--- config.mk ---
export PLATFORM = sky130hd
export DESIGN_NAME = swsc_device_flat
export DESIGN_NICKNAME = d
export VERILOG_FILES = /design/src/shared/swsc_pkg.sv /design/src/shared/swsc_link_if.sv /design/src/design/swsc_device.sv /design/src/flat_wrapper.sv
export SDC_FILE = /design/constraint.sdc
export NUM_CORES = 1
export LEC_CHECK = 0
export ABC_AREA = 1
export ABC_CLOCK_PERIOD_IN_PS = 1800
export BUFFER_PORTS_ARGS = -buffer_cell sky130_fd_sc_hd__buf_2
export CELL_PAD_IN_SITES_DETAIL_PLACEMENT = 2
export CELL_PAD_IN_SITES_GLOBAL_PLACEMENT = 2
export CORE_MARGIN = 4
export CORE_UTILIZATION = 32
export DETAILED_ROUTE_END_ITERATION = 8
export GPL_TIMING_DRIVEN = 0
export HOLD_SLACK_MARGIN = 0.1
export PLACE_DENSITY_LB_ADDON = 0.1
export SLEW_MARGIN = 20
export SYNTH_ARGS = -nofsm -noshare
export SYNTH_HDL_FRONTEND = slang
export SYNTH_SLANG_ARGS = --single-unit
--- constraint.sdc ---
create_clock -name sys_clk -period 1.8 [get_ports sys_clk]
set_input_delay 0.45 -clock sys_clk [delete_from_list [all_inputs] [get_ports sys_clk]]
set_output_delay 0.45 -clock sys_clk [all_outputs]
set_load 0.005 [all_outputs]
--- src/shared/swsc_pkg.sv ---
// Constants and types shared by both ends of the stop-wake stabilization link
package swsc_pkg;

	// Clock period of sys_clk, in picoseconds
	localparam int CLK_PERIOD_PS = 40000;

	// Wait select field: codes 1..NLVL pick a stabilization length
	localparam int SEL_W = 3;
	localparam int NLVL = 5;
	localparam logic [SEL_W-1:0] SEL_MIN = 3'h1;
	localparam logic [SEL_W-1:0] SEL_MAX = 3'h5;
	localparam logic [SEL_W-1:0] SEL_RESET = 3'h5;

	// Threshold exponents: status bit i sets after 2**STAB_EXP[i] clocks
	localparam int STAB_EXP [NLVL] = '{11, 13, 14, 15, 16};
	localparam int CNT_W = 17;

	// Least low time on the reset pin, and its count in clocks (rounded up)
	localparam int RST_MIN_NS = 10000;
	localparam int RST_MIN_CYC_DEF =
		(RST_MIN_NS * 1000 + CLK_PERIOD_PS - 1) / CLK_PERIOD_PS;
	// Extra low clocks the host adds beyond the least time
	localparam int RST_MARGIN_CYC = 4;

	// Oscillator start delay modelled by the host (longest time, rounded down)
	localparam int OSC_START_NS = 1000;
	localparam int OSC_START_CYC_DEF =
		(OSC_START_NS * 1000) / CLK_PERIOD_PS;

	// Standby states, Gray coded along run-stop-wake-count-run
	typedef enum logic [2:0] {
		ST_RUN = 3'h0,
		ST_STOP = 3'h1,
		ST_OSCW = 3'h3,
		ST_STAB = 3'h2,
		ST_HALT = 3'h6,
		ST_RESET = 3'h4
	} swsc_state_t;

endpackage

--- src/shared/swsc_link_if.sv ---
// Link between the stabilization controller and the CPU/interrupt/oscillator end
`timescale 1ns/1ps
`default_nettype none
interface swsc_link_if;
	import swsc_pkg::*;

	// Driven by the CPU, interrupt controller and oscillator end
	logic stop_req;
	logic sel_wr;
	logic [SEL_W-1:0] sel_data;
	logic int_pend;
	logic reset_pin_n;
	logic osc_running;

	// Driven by the stabilization controller
	logic osc_en;
	logic cpu_run;
	logic halt_st;
	logic stop_st;
	logic in_reset;
	logic [NLVL-1:0] stab_status;
	logic [SEL_W-1:0] sel_q;

	modport dev (
		input stop_req, sel_wr, sel_data, int_pend, reset_pin_n, osc_running,
		output osc_en, cpu_run, halt_st, stop_st, in_reset, stab_status, sel_q
	);

	modport host (
		output stop_req, sel_wr, sel_data, int_pend, reset_pin_n, osc_running,
		input osc_en, cpu_run, halt_st, stop_st, in_reset, stab_status, sel_q
	);
endinterface
`default_nettype wire

--- src/design/swsc_device.sv ---
// Stabilization wait controller: standby states, wait counter and status
`timescale 1ns/1ps
`default_nettype none

module swsc_device
	import swsc_pkg::*;
#(
	parameter int SCALE_SHIFT = 0,
	parameter int RST_MIN_CYC = RST_MIN_CYC_DEF
)(
	// Clock and reset
	input wire logic sys_clk,
	input wire logic rst_n,
	// Link to the CPU side
	swsc_link_if.dev lnk,
	// Option setting: high-speed clock is an external RC oscillator
	input wire logic opt_rc_osc,
	// Local view of the controller
	output logic cpu_run_view,
	output logic [NLVL-1:0] status_view
);

	localparam int RC_W = $clog2(RST_MIN_CYC + 1);
	localparam logic [RC_W-1:0] RC_LAST = RC_W'(RST_MIN_CYC);

	// Threshold in clocks for status bit idx, shortened by SCALE_SHIFT
	function automatic logic [CNT_W-1:0] thr_of(input int idx);
		logic [CNT_W-1:0] one;
		one = CNT_W'(1);
		return one << (STAB_EXP[idx] - SCALE_SHIFT);
	endfunction

	// Only codes that name a real wait length are accepted
	function automatic logic sel_ok(input logic [SEL_W-1:0] code);
		return (code >= SEL_MIN) && (code <= SEL_MAX);
	endfunction

	////////////////////////////////////////////////////////////////////////
	// Synchronisers for the reset pin and the oscillator-running level

	logic rpin_s1_r;
	logic rpin_s2_r;
	logic osc_s1_r;
	logic osc_s2_r;

	// Pin and oscillator come from outside the clock's timing
	always_ff @(posedge sys_clk or negedge rst_n) begin
		if (!rst_n) begin
			rpin_s1_r <= 1'b1;
			rpin_s2_r <= 1'b1;
			osc_s1_r <= 1'b0;
			osc_s2_r <= 1'b0;
		end else begin
			rpin_s1_r <= lnk.reset_pin_n;
			rpin_s2_r <= rpin_s1_r;
			osc_s1_r <= lnk.osc_running;
			osc_s2_r <= osc_s1_r;
		end
	end

	////////////////////////////////////////////////////////////////////////
	// Reset pin qualifier

	logic [RC_W-1:0] low_cnt_r;
	logic [RC_W-1:0] low_cnt_nxt;
	logic rst_hold;

	// Count low clocks; short glitches never reach the last count
	always_comb begin
		if (rpin_s2_r)
			low_cnt_nxt = '0;
		else if (low_cnt_r != RC_LAST)
			low_cnt_nxt = low_cnt_r + 1'b1;
		else
			low_cnt_nxt = low_cnt_r;
	end

	always_ff @(posedge sys_clk or negedge rst_n) begin
		if (!rst_n)
			low_cnt_r <= '0;
		else
			low_cnt_r <= low_cnt_nxt;
	end

	// Reset is held from recognition until the pin goes high again
	assign rst_hold = (low_cnt_r == RC_LAST);

	////////////////////////////////////////////////////////////////////////
	// Threshold compare, one per status bit

	logic [SEL_W-1:0] sel_r;
	logic [CNT_W-1:0] cnt_r;
	logic [NLVL-1:0] hit;
	logic wait_done;

	// A bit beyond the selected length never sets
	genvar g;
	generate
		for (g = 0; g < NLVL; g++) begin : g_thr
			assign hit[g] = (SEL_W'(g) < sel_r)
				&& (cnt_r >= thr_of(g));
		end
	endgenerate

	// The last selected threshold ends the wait
	assign wait_done = hit[sel_r - SEL_MIN];

	////////////////////////////////////////////////////////////////////////
	// Standby state, wait counter, status and select

	swsc_state_t st_r;
	swsc_state_t st_nxt;
	logic [CNT_W-1:0] cnt_nxt;
	logic [NLVL-1:0] sts_r;
	logic [NLVL-1:0] sts_nxt;
	logic [SEL_W-1:0] sel_nxt;

	always_comb begin
		st_nxt = st_r;
		cnt_nxt = cnt_r;
		sts_nxt = sts_r;
		sel_nxt = sel_r;
		if (rst_hold) begin
			// Pin reset also puts the select back to its longest wait
			st_nxt = ST_RESET;
			cnt_nxt = '0;
			sts_nxt = '0;
			sel_nxt = SEL_RESET;
		end else begin
			case (st_r)
				ST_RUN: begin
					// Bad codes are dropped so the wait length stays legal
					if (lnk.sel_wr && sel_ok(lnk.sel_data))
						sel_nxt = lnk.sel_data;
					if (lnk.stop_req) begin
						cnt_nxt = '0;
						sts_nxt = '0;
						if (lnk.int_pend)
							st_nxt = ST_HALT;
						else
							st_nxt = ST_STOP;
					end
				end
				ST_STOP: begin // Let a stale oscillator level drain first
					if (lnk.int_pend && !osc_s2_r)
						st_nxt = ST_OSCW;
				end
				ST_RESET: begin
					st_nxt = ST_OSCW;
				end
				ST_OSCW: begin
					// Counting waits for the oscillator, not for the release
					if (osc_s2_r) begin
						cnt_nxt = '0;
						sts_nxt = '0;
						if (opt_rc_osc)
							st_nxt = ST_RUN;
						else
							st_nxt = ST_STAB;
					end
				end
				ST_STAB, ST_HALT: begin
					sts_nxt = sts_r | hit;
					if (opt_rc_osc) begin
						st_nxt = ST_RUN;
					end else if (wait_done) begin
						st_nxt = ST_RUN;
					end else begin
						cnt_nxt = CNT_W'(cnt_r + 1'b1);
					end
				end
				default: begin
					st_nxt = ST_RUN;
				end
			endcase
		end
	end

	always_ff @(posedge sys_clk or negedge rst_n) begin
		if (!rst_n) begin
			st_r <= ST_RUN;
			cnt_r <= '0;
			sts_r <= '0;
			sel_r <= SEL_RESET;
		end else begin
			st_r <= st_nxt;
			cnt_r <= cnt_nxt;
			sts_r <= sts_nxt;
			sel_r <= sel_nxt;
		end
	end

	////////////////////////////////////////////////////////////////////////
	// Registered outputs, decoded from the next state

	logic osc_en_r;
	logic osc_en_nxt;
	logic cpu_run_r;
	logic cpu_run_nxt;
	logic halt_r;
	logic halt_nxt;
	logic stop_r;
	logic stop_nxt;
	logic rsto_r;
	logic rsto_nxt;

	// Oscillators rest in stop and under a held reset pin
	always_comb begin
		osc_en_nxt = (st_nxt != ST_STOP) && (st_nxt != ST_RESET);
		cpu_run_nxt = (st_nxt == ST_RUN);
		halt_nxt = (st_nxt == ST_HALT);
		stop_nxt = (st_nxt == ST_STOP) || (st_nxt == ST_OSCW)
			|| (st_nxt == ST_STAB);
		rsto_nxt = (st_nxt == ST_RESET);
	end

	always_ff @(posedge sys_clk or negedge rst_n) begin
		if (!rst_n) begin
			osc_en_r <= 1'b1;
			cpu_run_r <= 1'b1;
			halt_r <= 1'b0;
			stop_r <= 1'b0;
			rsto_r <= 1'b0;
		end else begin
			osc_en_r <= osc_en_nxt;
			cpu_run_r <= cpu_run_nxt;
			halt_r <= halt_nxt;
			stop_r <= stop_nxt;
			rsto_r <= rsto_nxt;
		end
	end

	// Link outputs straight from flip-flops
	assign lnk.osc_en = osc_en_r;
	assign lnk.cpu_run = cpu_run_r;
	assign lnk.halt_st = halt_r;
	assign lnk.stop_st = stop_r;
	assign lnk.in_reset = rsto_r;
	assign lnk.stab_status = sts_r;
	assign lnk.sel_q = sel_r;
	assign cpu_run_view = cpu_run_r;
	assign status_view = sts_r;

endmodule
`default_nettype wire

--- src/flat_wrapper.sv ---
// flat-port wrapper written by rule: the top's interface ports become plain ports
module swsc_device_flat import swsc_pkg::*;
#(
	parameter int SCALE_SHIFT = 0,
	parameter int RST_MIN_CYC = RST_MIN_CYC_DEF
)
  (sys_clk, rst_n, opt_rc_osc, cpu_run_view, status_view, lnk_stop_req, lnk_sel_wr, lnk_sel_data, lnk_int_pend, lnk_reset_pin_n, lnk_osc_running, lnk_osc_en, lnk_cpu_run, lnk_halt_st, lnk_stop_st, lnk_in_reset, lnk_stab_status, lnk_sel_q);
  swsc_link_if lnk_i ();
  input wire logic sys_clk;
  input wire logic rst_n;
  input wire logic opt_rc_osc;
  output logic cpu_run_view;
  output logic [NLVL-1:0] status_view;
  input wire logic [$bits(lnk_i.stop_req)-1:0] lnk_stop_req;
  input wire logic [$bits(lnk_i.sel_wr)-1:0] lnk_sel_wr;
  input wire logic [$bits(lnk_i.sel_data)-1:0] lnk_sel_data;
  input wire logic [$bits(lnk_i.int_pend)-1:0] lnk_int_pend;
  input wire logic [$bits(lnk_i.reset_pin_n)-1:0] lnk_reset_pin_n;
  input wire logic [$bits(lnk_i.osc_running)-1:0] lnk_osc_running;
  output wire logic [$bits(lnk_i.osc_en)-1:0] lnk_osc_en;
  output wire logic [$bits(lnk_i.cpu_run)-1:0] lnk_cpu_run;
  output wire logic [$bits(lnk_i.halt_st)-1:0] lnk_halt_st;
  output wire logic [$bits(lnk_i.stop_st)-1:0] lnk_stop_st;
  output wire logic [$bits(lnk_i.in_reset)-1:0] lnk_in_reset;
  output wire logic [$bits(lnk_i.stab_status)-1:0] lnk_stab_status;
  output wire logic [$bits(lnk_i.sel_q)-1:0] lnk_sel_q;
  assign lnk_i.stop_req = lnk_stop_req;
  assign lnk_i.sel_wr = lnk_sel_wr;
  assign lnk_i.sel_data = lnk_sel_data;
  assign lnk_i.int_pend = lnk_int_pend;
  assign lnk_i.reset_pin_n = lnk_reset_pin_n;
  assign lnk_i.osc_running = lnk_osc_running;
  assign lnk_osc_en = lnk_i.osc_en;
  assign lnk_cpu_run = lnk_i.cpu_run;
  assign lnk_halt_st = lnk_i.halt_st;
  assign lnk_stop_st = lnk_i.stop_st;
  assign lnk_in_reset = lnk_i.in_reset;
  assign lnk_stab_status = lnk_i.stab_status;
  assign lnk_sel_q = lnk_i.sel_q;
  swsc_device #(.SCALE_SHIFT(SCALE_SHIFT), .RST_MIN_CYC(RST_MIN_CYC)) u_core (.sys_clk(sys_clk), .rst_n(rst_n), .lnk(lnk_i), .opt_rc_osc(opt_rc_osc), .cpu_run_view(cpu_run_view), .status_view(status_view));
endmodule
* Yosys cells after proc, flatten, opt, wreduce, memory -nomap -nowiden *
Cells that the tools add are included.

storage, ports and cells
  logic and storage cells = 97
  bits of input ports = 11
  bits in registers = 45

cells by class
  $add $sub $neg = 3
  $lt $le $gt $ge = 13
  reduce and logical (&&, ||, !) cells = 22
  eq/ne operators = 18
  mux-type cells = 26
  bitwise gates (word level) = 1

operators with widths
  kind                                                                 count
  two-way mux 17 bit                                                   5
  case mux 17 bit (3 select lines)                                     1
  two-way mux 3 bit                                                    10
  adder 17 x 1 -> 17 bit, second input constant                        1
  greater-or-equal comparator 17 x 12 -> 1 bit, second input constant  1
  greater-or-equal comparator 17 x 14 -> 1 bit, second input constant  1
  greater-or-equal comparator 17 x 15 -> 1 bit, second input constant  1
  greater-or-equal comparator 17 x 16 -> 1 bit, second input constant  1
  greater-or-equal comparator 17 bit, second input constant            1
  two-way mux 8 bit                                                    2
  two-way mux 5 bit                                                    3
  case mux 3 bit (5 select lines)                                      1
  case mux 5 bit (3 select lines)                                      1
  equality test 3 x 2 -> 1 bit, second input constant                  4
  equality test 3 bit, second input constant                           4
  logical AND 1 bit                                                    9
  != test 3 x 2 -> 1 bit, second input constant                        3
  adder 8 x 1 -> 8 bit, second input constant                          1
  equality test 8 bit, second input constant                           1
  != test 8 bit, second input constant                                 1
  equality test 3 x 1 -> 1 bit, second input constant                  2
  zero test 3 bit                                                      2
  < comparator 1 x 3 -> 1 bit, first input constant                    2
  < comparator 2 x 3 -> 1 bit, first input constant                    2
  other kinds (19)                                                     23

* Logic depth before layout (Yosys ltp) *
Gate-level depths: netlist of run 1.

  depth in word-level cells = 11
  depth in mapped cells = 13
  gate-level depth less buffers = 13

* Worst setup path after synthesis of run 1 *
Ideal clock, no wire load.

  kind = register to register
  start point = register u_core.sel_r[0], in the netlist u_core.lnk.sel_q[0]
  end point = register u_core.cnt_r[0]
  setup time = 0.074 ns
  required time = 1.726 ns
  slack = -0.088 ns
  buffers on the path = 1
  data arrival time = 1.814 ns
  clock period less this slack = 1.888 ns
  stages on the path, launching flop included = 11
  cells stage by stage = dfstp_2 -> inv_2 -> ha_1 -> nand2_1 -> nor2_1 -> a21oi_1 -> nand3_4 -> nand2_8 -> buf_12 -> nand3_2 -> o21ai_2

on the way
  word-level cells in the longest chain between the ends = 6
  elaborated cells between the ends (all ways) = 15
  classes of those cells = 1 x add/sub; 5 x order compare; 1 x eq/ne; 2 x mux; 6 x reduce/logical

ends and longest elaborated chain
  element                                                    RTL line            source
  start: declaration                                         swsc_device.sv:91   logic [SEL_W-1:0] sel_r;
  start signal: assignment                                   swsc_device.sv:189  sel_r <= sel_nxt;
  < comparator 1 x 3 -> 1 bit, or another cell as far along  swsc_device.sv:100  assign hit[g] = (SEL_W'(g) < sel_r)
  logical AND 1 bit                                          swsc_device.sv:101  && (cnt_r >= thr_of(g));
  binary-select mux 1 bit (select 3 bit) (*)                 swsc_device.sv:106  assign wait_done = hit[sel_r - SEL_MIN];
  two-way mux 1 bit (not written as such) (*)                swsc_device.sv:106
  != test 3 x 2 -> 1 bit (no source line) (*)                -
  AND reduction 5 bit (no source line) (*)                   -
  end signal: assignment                                     swsc_device.sv:187  cnt_r <= cnt_nxt;
  end: declaration                                           swsc_device.sv:92   logic [CNT_W-1:0] cnt_r;

Every way passes the cells marked *; elsewhere a longest branch is shown, timed or not. The select of a mux whose other input is x is not followed.
A chain may end at the register's enable or synchronous reset.

* Worst setup path after layout of run 1 *
  start point = register u_core.sel_r[0], in the netlist u_core.lnk.sel_q[0]
  end point = register u_core.cnt_r[13]

Same word-level chain as after synthesis.

==> results of run 1 <==
layout make-up:
type | count | area (um^2)
Clock inverter | 1 | 30.03
Multi-Input combinational cell | 214 | 1355
Clock buffer | 7 | 86.33
Sequential cell | 45 | 1134
Timing Repair Buffer | 38 | 236.5
Inverter | 51 | 210.2
Tap cell | 105 | 131.4
Buffer | 9 | 90.09
Fill cell | 971 | 4943
state kept, by name (all words and copies together) (netlist names):
name                    flops
u_core.lnk.osc_en           1
u_core.cnt_r               17
u_core.osc_s1_r             1
u_core.lnk.halt_st          1
u_core.rpin_s1_r            1
u_core.lnk.sel_q            3
u_core.low_cnt_r            8
u_core.st_r                 3
u_core.osc_s2_r             1
u_core.lnk.stop_st          1
u_core.lnk.in_reset         1
u_core.cpu_run_view         1
u_core.rpin_s2_r            1
u_core.lnk.stab_status      5
critical path, stage by stage (launching register included):
cell       delay, ns
dfstp_2         0.59
inv_4           0.07
ha_4            0.26
inv_1           0.04
nor2_1          0.10
nand2_1         0.06
nand2_1         0.07
nand2_2         0.08
nand3_4         0.10
nand2_8         0.10
clkbuf_16       0.18
nand2_2         0.06
o21ai_2         0.05
per-layer routing:
metal | routed length [um] | share of wire (%) | GRT usage (%) | vias to the layer above
met5 | 0 | 0 | 0 | -
met4 | 78 | 1.0 | 4.041 | 0
met3 | 200 | 2.6 | 2.502 | 8
met2 | 3781 | 49 | 28.78 | 21
met1 | 3645 | 47 | 21.73 | 1136
li1 | - | - | - | 1134
logic make-up after synthesis:
group | count (synthesis)
simple gates | 151
buf+inv | 60
compound gates | 48
flops | 45
xor+xnor | 9
fa+ha+maj | 6
power breakdown:
group	switching, uW	leakage (uW)	internal [uW]
registers	128	0.000592	1160
clock network	355	0.0000585	453
logic	1360	0.000936	866
how the worst min path moves through the flow:
| stage | slack [ns] | from | end |
|---|---|---|---|
| 2_1_floorplan | 0.15 | rst_n | u_core.cnt_r[0] |
| 3_3_place_gp | 0.35 | u_core.rpin_s1_r | u_core.rpin_s2_r |
| 3_5_place_dp | 0.34 | u_core.osc_s1_r | u_core.osc_s2_r |
| 4_1_cts | 0.18 | rst_n | u_core.low_cnt_r[3] |
| 5_1_grt | 0.19 | rst_n | u_core.cnt_r[4] |
| 6_report | 0.16 | rst_n | u_core.low_cnt_r[4] |
what timing repair did:
item / in CTS / in global routing
cloned: 0 / 1
hold endpoints to repair: 0 / 0
setup buffers: 4 / 4
pin swaps: 2 / 5
hold buffers: 0 / 0
gates resized for setup: 10 / 10
setup endpoints to repair: 23 / 27
synth_stat cells (2+ instances only):
cell type and instances:
ha_1 6, inv_1 40, nor3_2 2, nand2_1 45, and3_1 2, nand3_4 2
a21oi_1 16, buf_12 2, xor2_1 8, nand2_4 2, a31oi_1 2, nor2_1 28
nor3_1 17, nand2_8 2, o21ai_1 3, nor4_1 2, o21ai_0 13, o21ai_2 11
inv_2 9, dfstp_2 6, nor2_4 2, nor3b_1 2, nand2_2 8, nand3_1 22
nand4_1 8, nand3_2 6, dfrtp_1 39, buf_4 6
through the flow:
| stage | std cells | setup TNS [ns] | utilization [%] | cell area, um^2 | power, uW |
|---|---|---|---|---|---|
| detailed placement | 453 | -2.707 | 36.47 | 2997 | 3237 |
| global route | 470 | -2.664 | 39.84 | 3273 | 4675 |
| finish | 470 | -0.2366 | 39.84 | 3273 | 4331 |
| CTS | 465 | -0.3575 | 38.71 | 3181 | 4205 |
| floorplan | 319 | 0 | - | 2718 | 2702 |
| global placement | 453 | -2.249 | 36.44 | 2994 | 3206 |
==> impl_metrics.env, run 1 <==
export IMPL_status="finished, violations left"
export IMPL_violations="negative setup slack"
export IMPL_slew_limit_headroom_pct=58.68
export IMPL_syn_area_per_cell_um2=8.507
export IMPL_power_density_nw_per_um2=1323
export IMPL_yosysUniqueCellTypes=36
export IMPL_numCtsBuffers=5
export IMPL_yosysTopAreaCellShare_pct=35.96
export IMPL_final_antenna_net_count=0
export IMPL_critPathCapture="u_core.cnt_r[13]"
export IMPL_synth_top_family_by_area="simple AND/OR/NAND/NOR gates"
export IMPL_grt_use_total_pct=16.59
export IMPL_power_leakage_uw=0.001586
export IMPL_h_tree_depth=2
export IMPL_netlist_top_cells_area="dfrtp_1 36%, nand2_1 6.2%, dfstp_2 5.8%"
export IMPL_final_common_cell="nand2_1"
export IMPL_first_iter_violations=44
export IMPL_maxCapViolCount=0
export IMPL_grt_max_degree=46
export IMPL_reg2reg_slack_ns=-0.04
export IMPL_via_count=2299
export IMPL_setup_ws_ns=-0.04140
export IMPL_cp_arrival_ns=2.04
export IMPL_cts_tree="done"
export IMPL_hold_viol_final=0
export IMPL_place_hpwl_mm=5.646
export IMPL_grt_pass1_wl_mm=13.16
export IMPL_io_pins=30
export IMPL_cp_required_ns=2.00
export IMPL_reg2regPathDepth=12
export IMPL_hp_class="input port to async pin"
export IMPL_cts_sinks=45
export IMPL_antenna_found_initial=0
export IMPL_numPortBuffers=29
export IMPL_rows=33
export IMPL_yosys_area_share_xor_xnor_pct=2.905
export IMPL_path_clk_slew_ns=0.09
export IMPL_setup_worst_path_class="flip-flop to flip-flop"
export IMPL_drt_vias_per_instance=4.891
export IMPL_layout_drive_gt1_share_pct=33.42
export IMPL_yosysTopAreaCell="dfrtp_1"
export IMPL_r2r_start="u_core.lnk.sel_q[0]"
export IMPL_die_w_um=100.1
export IMPL_fin_crit_sh_pct=102.3
export IMPL_end_kind="flip-flop"
export IMPL_clkLatencyLatePin_ns=0.30
export IMPL_synth_compound_area_share_pct=11.30
export IMPL_netlist_area_um2=2714
export IMPL_ys_ff_latch=45
export IMPL_drt_pass1_iterations=4
export IMPL_synthSimpleGateAreaFrac_pct=30.57
export IMPL_fin_nets=381
export IMPL_die_height_um=100.1
export IMPL_rsz0062_at_grt="true"
export IMPL_final_cell_mix="42 x nand2_1, 39 x dfrtp_1, 37 x inv_1, 28 x buf_2, 27 x nor2_1"
export IMPL_dp_slack_ns=-0.1782
export IMPL_synth_fa_ha_area_share_pct=2.766
export IMPL_async_flop_share_pct=100.0
export IMPL_fmaxAchievable_mhz=543.1
export IMPL_synth_edf_count=0
export IMPL_area_growth_pct=20.61
export IMPL_grt_pass1_vias=2565
export IMPL_muxShareOfSynthArea_pct=0
export IMPL_drt_wl_total_mm=7.705
export IMPL_ir_drop_uv=545.9
export IMPL_wire_per_inst_um=16.39
export IMPL_drc=0
export IMPL_setup_viol=14
export IMPL_r2r_end="u_core.cnt_r[13]"
export IMPL_core_um2=8217
export IMPL_crit_path_start="u_core.lnk.sel_q[0]"
export IMPL_syn_instance_count=319
export IMPL_die_area_um2=10020
export IMPL_worstMarginPinSlew_ns=0.6198
export IMPL_fin_skew_ns=0.01284
export IMPL_initial_core_util_pct=33.03
export IMPL_gr_total_overflow=0
export IMPL_n_antenna_cell=0
export IMPL_cts_root_buf="clkbuf_8"
export IMPL_hold_ws_ns=0.1577
export IMPL_final_min_clock_period_ns=1.841
export IMPL_ys_flop_type="dfrtp_1"
export IMPL_ys_seq_area_share_pct=41.77
export IMPL_critPathLaunchType="flip-flop"
export IMPL_path_max_fanout=8
export IMPL_clockBufferDepth=2
export IMPL_syn_nets=336
export IMPL_synth_warnings=0
export IMPL_drv_slew=0
export IMPL_place_congestion=0.7332
No activity file was read; power rests on OpenSTA's default activity.
==> inputs of run 2 (changes only) <==
- ABC_CLOCK_PERIOD_IN_PS: 1800 -> 1520
- CORE_UTILIZATION: 32 -> 33
- CTS_BUF_LIST: default -> sky130_fd_sc_hd__clkbuf_4 sky130_fd_sc_hd__clkbuf_8
- clock period: 1.8 -> 1.52 ns (I/O delays scaled with it)
==> run 2 against run 1 <==
  * The flow still finishes with violations (negative setup slack)
  * Utilization rose by 5.5 points
  * Register-to-register slack got worse by 0.34 ns
  * Highest routed layer unchanged
  * Critical endpoint is now u_core.cnt_r[0]
  * Non-clock buffer count rose by 13
  * Die area fell by 2.8%
==> impl_metrics.env, run 2 (synthesis gave the netlist of run 1 again) <==
export IMPL_regMostFlops="u_core.cnt_r"
export IMPL_final_area_um2=3555
export IMPL_drc=0
export IMPL_initial_core_util_pct=34.58
export IMPL_critPathLaunchType="flip-flop"
export IMPL_setup_viol=32
export IMPL_place_hpwl_mm=5.693
export IMPL_status="finished, violations left"
export IMPL_violations="negative setup slack"
export IMPL_power_density_nw_per_um2=1568
export IMPL_area_growth_pct=30.98
export IMPL_drv_slew=0
export IMPL_grt_use_total_pct=18.41
export IMPL_layout_drive_gt1_share_pct=41.53
export IMPL_fin_util_pct=45.30
export IMPL_rsz0062_at_grt="true"
export IMPL_first_iter_violations=65
export IMPL_drt_wl_total_mm=9.155
export IMPL_power_uw=5575
export IMPL_clockBufferDepth=2
export IMPL_grt_pass1_vias=2685
export IMPL_path_clk_slew_ns=0.11
export IMPL_cts_tree="done"
export IMPL_fin_skew_ns=0.01352
export IMPL_maxCapViolCount=0
export IMPL_setup_worst_path_class="flip-flop to flip-flop"
export IMPL_core_um2=7848
export IMPL_die_area_um2=9739
export IMPL_dp_slack_ns=-0.4592
export IMPL_end_kind="flip-flop"
export IMPL_final_antenna_net_count=0
export IMPL_finalSetupTns_ns=-8.419
export IMPL_fmaxAchievable_mhz=526.0
export IMPL_gr_total_overflow=0
export IMPL_drt_vias_per_instance=5.088
export IMPL_slew_limit_headroom_pct=58.55
export IMPL_final_min_clock_period_ns=1.901
export IMPL_via_count=2442
export IMPL_final_cell_mix="40 x nand2_1, 38 x dfrtp_1, 33 x inv_1, 27 x buf_2, 23 x nor2_1"
export IMPL_grt_pass1_wl_mm=14.31
export IMPL_rows=32
export IMPL_worstMarginPinSlew_ns=0.6217
export IMPL_hold_viol_final=0
export IMPL_power_internal_uw=3138
export IMPL_h_tree_depth=2
export IMPL_swShare_pct=43.72
export IMPL_clkLatencyLatePin_ns=0.32
export IMPL_path_max_fanout=10
export IMPL_numCtsBuffers=5
export IMPL_die_w_um=98.69
export IMPL_hp_class="input port to async pin"
export IMPL_reg2reg_slack_ns=-0.38
export IMPL_fin_nets=394
export IMPL_clkPwrFrac_pct=20.7
export IMPL_grt_max_degree=46
export IMPL_die_height_um=98.69
export IMPL_drt_pass1_iterations=4
export IMPL_placedInstanceArea_um2=3013
export IMPL_final_common_cell="nand2_1"
export IMPL_largest_reg_flops=17
export IMPL_power_switching_uw=2437
export IMPL_cp_arrival_ns=2.15
export IMPL_pwr_share_seq_pct=27.7
export IMPL_cts_root_buf="clkbuf_8"
export IMPL_wire_per_inst_um=19.07
export IMPL_cts_sinks=45
export IMPL_n_antenna_cell=0
export IMPL_antenna_found_initial=0
export IMPL_ir_drop_uv=692.8
export IMPL_setup_ws_ns=-0.3810
export IMPL_fin_crit_sh_pct=125.1
export IMPL_power_leakage_uw=0.001731
export IMPL_numPortBuffers=29
export IMPL_cp_required_ns=1.76
export IMPL_io_pins=30
export IMPL_place_congestion=0.7412
export IMPL_combPwrFrac_pct=51.6
run 2: cell types whose count changed in the layout (fill, tap and decap cells not counted), sizes merged:
cell	before	now
buf	45	58
bufinv	1	2
clkbuf	9	7
clkinvlp	1	0
inv	50	52
run 2: cell type report:
type / instances / area (um^2)
repair buffers: 51 / 382.9
clock inverters: 3 / 68.82
multi-input cells: 214 / 1455
flip-flops and latches: 45 / 1135
clock buffers: 5 / 68.82
inverters: 51 / 206.4
plain buffers: 9 / 110.1
well taps: 102 / 127.6
fillers: 868 / 4293
run 2: stage by stage:
stage | std cells | hold WS [ns]
after floorplan | 319 | 0.08441
after global placement | 450 | 0.3460
after detailed placement | 450 | 0.3493
after CTS | 473 | 0.1484
after global routing | 480 | 0.1093
final | 480 | 0.07298
run 2: layer usage:
metal	routed length, um	track usage, %
met4	113	4.097
met1	3998	23.38
met2	4778	32.81
met3	265	2.972
met5	0	0
run 2: path summary, 6_finish.rpt:
check | end | startpoint | cells past startpoint
max | u_core.cnt_r[0] | u_core.lnk.sel_q[0] | 10
min | u_core.cnt_r[2] | rst_n | 1
max reg2reg | u_core.cnt_r[0] | u_core.lnk.sel_q[0] | 10
min reg2reg | u_core.rpin_s2_r | u_core.rpin_s1_r | 0
max in group asynchronous | u_core.st_r[1] | rst_n | 1
min in group sys_clk | u_core.rpin_s1_r | lnk_reset_pin_n | 1
run 2: power by group through the flow:
stage	Clock (uW)	Combinational, uW	Sequential, uW
floorplan	0	1730	1530
global placement	0	2280	1550
detailed placement	0	2330	1560
CTS	1170	2760	1530
global route	1220	3130	1580
finish	1150	2880	1540
run 2: timing repair:
item,4_1_cts,5_1_grt
pin swaps,9,4
hold buffers,0,0
setup buffers,14,6
cloned,1,1
endpoints found under the hold margin,0,0
endpoints found under the setup margin,35,38
resized for setup,35,24
run 2: worst max-delay path, cell delays in order (launching register included):
cell and delay [ns]:
dfstp_2 0.61, inv_4 0.06, ha_4 0.24, nand2_2 0.09
nor2_4 0.05, a21oi_4 0.21, nand3_4 0.14, nand2_8 0.14
buf_12 0.16, nand3_2 0.07, o21ai_2 0.06
==> inputs of run 3 (changes only) <==
- CELL_PAD_IN_SITES_DETAIL_PLACEMENT: 2 -> 1
==> run 3 against run 2 <==
  * The run still ends with negative setup slack left
  * Count of clock-buffer cells in the layout rose by 2
  * Clock skew fell by 0.0071 ns
  * Register-to-register slack improved by 0.05 ns
  * Fmax rose by 2.5%
  * Via count fell by 1.7%
  * Sequential power barely moved
  * Sequential share of layout area fell by 0.22 points
  * Final cell count rose by 0.83%
  * First-iteration DRC count fell by 38%
  * Combinational power rose by 22%
  * Largest cell class unchanged
  * Highest routed layer unchanged
==> impl_metrics.env, run 3 (synthesis gave the netlist of run 1 again) <==
export IMPL_wire_per_inst_um=16.36
export IMPL_largest_reg_flops=17
export IMPL_cts_root_buf="clkbuf_8"
export IMPL_h_tree_depth=2
export IMPL_hold_ws_ns=0.08221
export IMPL_fin_nets=398
export IMPL_numPortBuffers=29
export IMPL_grt_pass1_vias=2464
export IMPL_path_max_fanout=5
export IMPL_drc=0
export IMPL_final_cell_mix="41 x nand2_1, 37 x dfrtp_1, 33 x inv_1, 28 x buf_2, 27 x buf_4"
export IMPL_reg2regPathDepth=12
export IMPL_final_common_cell="nand2_1"
export IMPL_critPathMaxStageDelay_ns=0.60
export IMPL_clockBufferDepth=2
export IMPL_dp_slack_ns=-0.4503
export IMPL_final_antenna_net_count=0
export IMPL_critPathLaunchType="flip-flop"
export IMPL_slowest_stage="dfstp_2"
export IMPL_use_met2_pct=28.03
export IMPL_drt_pass1_iterations=4
export IMPL_layout_drive_gt1_share_pct=42.67
export IMPL_cp_arrival_ns=2.05
export IMPL_crit_top_cell="nand2_1"
export IMPL_cp_required_ns=1.72
export IMPL_first_iter_violations=40
export IMPL_fin_skew_ns=0.006380
export IMPL_rsz0062_at_grt="true"
export IMPL_grt_pass1_wl_mm=12.88
export IMPL_antenna_found_initial=0
export IMPL_power_leakage_uw=0.001740
export IMPL_place_congestion=0.7412
export IMPL_drt_vias_per_instance=4.961
export IMPL_via_count=2401
export IMPL_r2r_start="u_core.lnk.sel_q[0]"
export IMPL_grt_use_total_pct=16.48
export IMPL_initial_core_util_pct=34.58
export IMPL_fmaxAchievable_mhz=539.4
export IMPL_setup_viol=28
export IMPL_regMostFlops="u_core.cnt_r"
export IMPL_power_density_nw_per_um2=1644
export IMPL_drv_slew=0
export IMPL_crit_buf_inv=3
export IMPL_n_antenna_cell=0
export IMPL_place_hpwl_mm=5.169
export IMPL_setup_ws_ns=-0.3339
export IMPL_setup_worst_path_class="flip-flop to flip-flop"
export IMPL_end_kind="flip-flop"
export IMPL_core_um2=7848
export IMPL_io_pins=30
export IMPL_maxCapViolCount=0
export IMPL_path_cells="inv_4 -> ha_4 -> inv_2 -> nor2_2 -> nand2_1 -> nand2_1 -> nand2_2 -> nand3_4 -> nand2_8 -> clkbuf_16 -> nand2_4 -> o21ai_2"
export IMPL_die_w_um=98.69
export IMPL_die_area_um2=9739
export IMPL_gr_total_overflow=0
export IMPL_fin_crit_sh_pct=122.0
export IMPL_use_met1_pct=21.63
export IMPL_area_growth_pct=32.04
export IMPL_ir_drop_uv=839.7
export IMPL_fin_util_pct=45.66
export IMPL_hp_class="input port to async pin"
export IMPL_grt_max_degree=46
export IMPL_clkLatencyLatePin_ns=0.30
export IMPL_top_usage_layer="met2"
export IMPL_worstMarginPinSlew_ns=0.6169
export IMPL_hold_viol_final=0
export IMPL_final_min_clock_period_ns=1.854
export IMPL_reg2reg_slack_ns=-0.33
export IMPL_r2r_end="u_core.cnt_r[14]"
export IMPL_violations="negative setup slack"
export IMPL_die_height_um=98.69
export IMPL_cts_tree="done"
export IMPL_cp_top_family="flip-flops"
export IMPL_grt_util_met3_pct=2.972
export IMPL_rows=32
export IMPL_path_clk_slew_ns=0.09
export IMPL_power_uw=5891
export IMPL_drt_wl_total_mm=7.920
export IMPL_numCtsBuffers=5
export IMPL_cts_sinks=45
export IMPL_slew_limit_headroom_pct=58.87
export IMPL_status="finished, violations left"
run 3: cell count changes in the layout (fill, tap and decap cells not counted), moves of 2 or more:
cell	delta
nand2_2	-4
nor2_1	-4
buf_6	-2
bufinv_16	-2
clkbuf_8	+2
nor2_4	+3
buf_4	+6
buf_8	-3
nand2_4	+3
run 3: metrics by stage:
step	instance area, um^2	TNS, ns	std cells
2_1_floorplan	2740	-3.484	319
3_3_place_gp	3013	-9.652	450
3_5_place_dp	3013	-10.89	450
4_1_cts	3364	-6.558	474
5_1_grt	3583	-10.15	484
6_report	3583	-6.811	484
run 3: layout make-up:
cell class | instances | area [um^2]
buffer | 9 | 110.1
clock buffer | 7 | 96.34
clock inverter | 1 | 5.005
fill | 928 | 4264
inverter | 51 | 219.0
multi-input combinational | 215 | 1499
sequential | 45 | 1136
tap | 102 | 127.6
timing repair buffer | 54 | 390.4
run 3: what timing repair did:
action | CTS | global route
hold buffers | 0 | 0
buffers inserted | 16 | 7
gates resized for setup | 39 | 24
pin swaps | 15 | 8
cloned | 0 | 3
endpoints found under the setup margin | 34 | 34
run 3: worst max-delay path by stage:
stage | end | slack [ns] | start | cells after the start
finish | u_core.cnt_r[14] | -0.33 | u_core.lnk.sel_q[0] | 12
global route | u_core.cnt_r[14] | -0.46 | u_core.lnk.sel_q[0] | 12
CTS | u_core.cnt_r[0] | -0.33 | u_core.lnk.sel_q[0] | 12
detailed placement | u_core.cnt_r[8] | -0.45 | u_core.low_cnt_r[0] | 13
global placement | u_core.cnt_r[8] | -0.42 | u_core.low_cnt_r[0] | 13
floorplan | u_core.cnt_r[0] | -0.21 | u_core.lnk.sel_q[0] | 12
run 3: layer usage:
metal	part of all wire, %	wire length [um]
met1	44	3502
met2	52	4095
met3	2.6	205
met4	1.5	117
met5	0	0
run 3: power breakdown:
| part | total (uW) | internal [uW] | switching, uW |
|---|---|---|---|
| Combinational | 3500 | 1500 | 1990 |
| Sequential | 1540 | 1380 | 161 |
| Clock | 847 | 412 | 435 |
| Total | 5890 | 3300 | 2590 |
run 3: worst register-to-register path, delay by kind of cell, from the launching register on:
kind,cells,cell delay (ns)
flip-flops,1,0.60
adder cells (fa/ha/maj),1,0.27
buffers and inverters,3,0.29
AO/OA/AOI/OAI,1,0.04
AND/OR/NAND/NOR,7,0.55
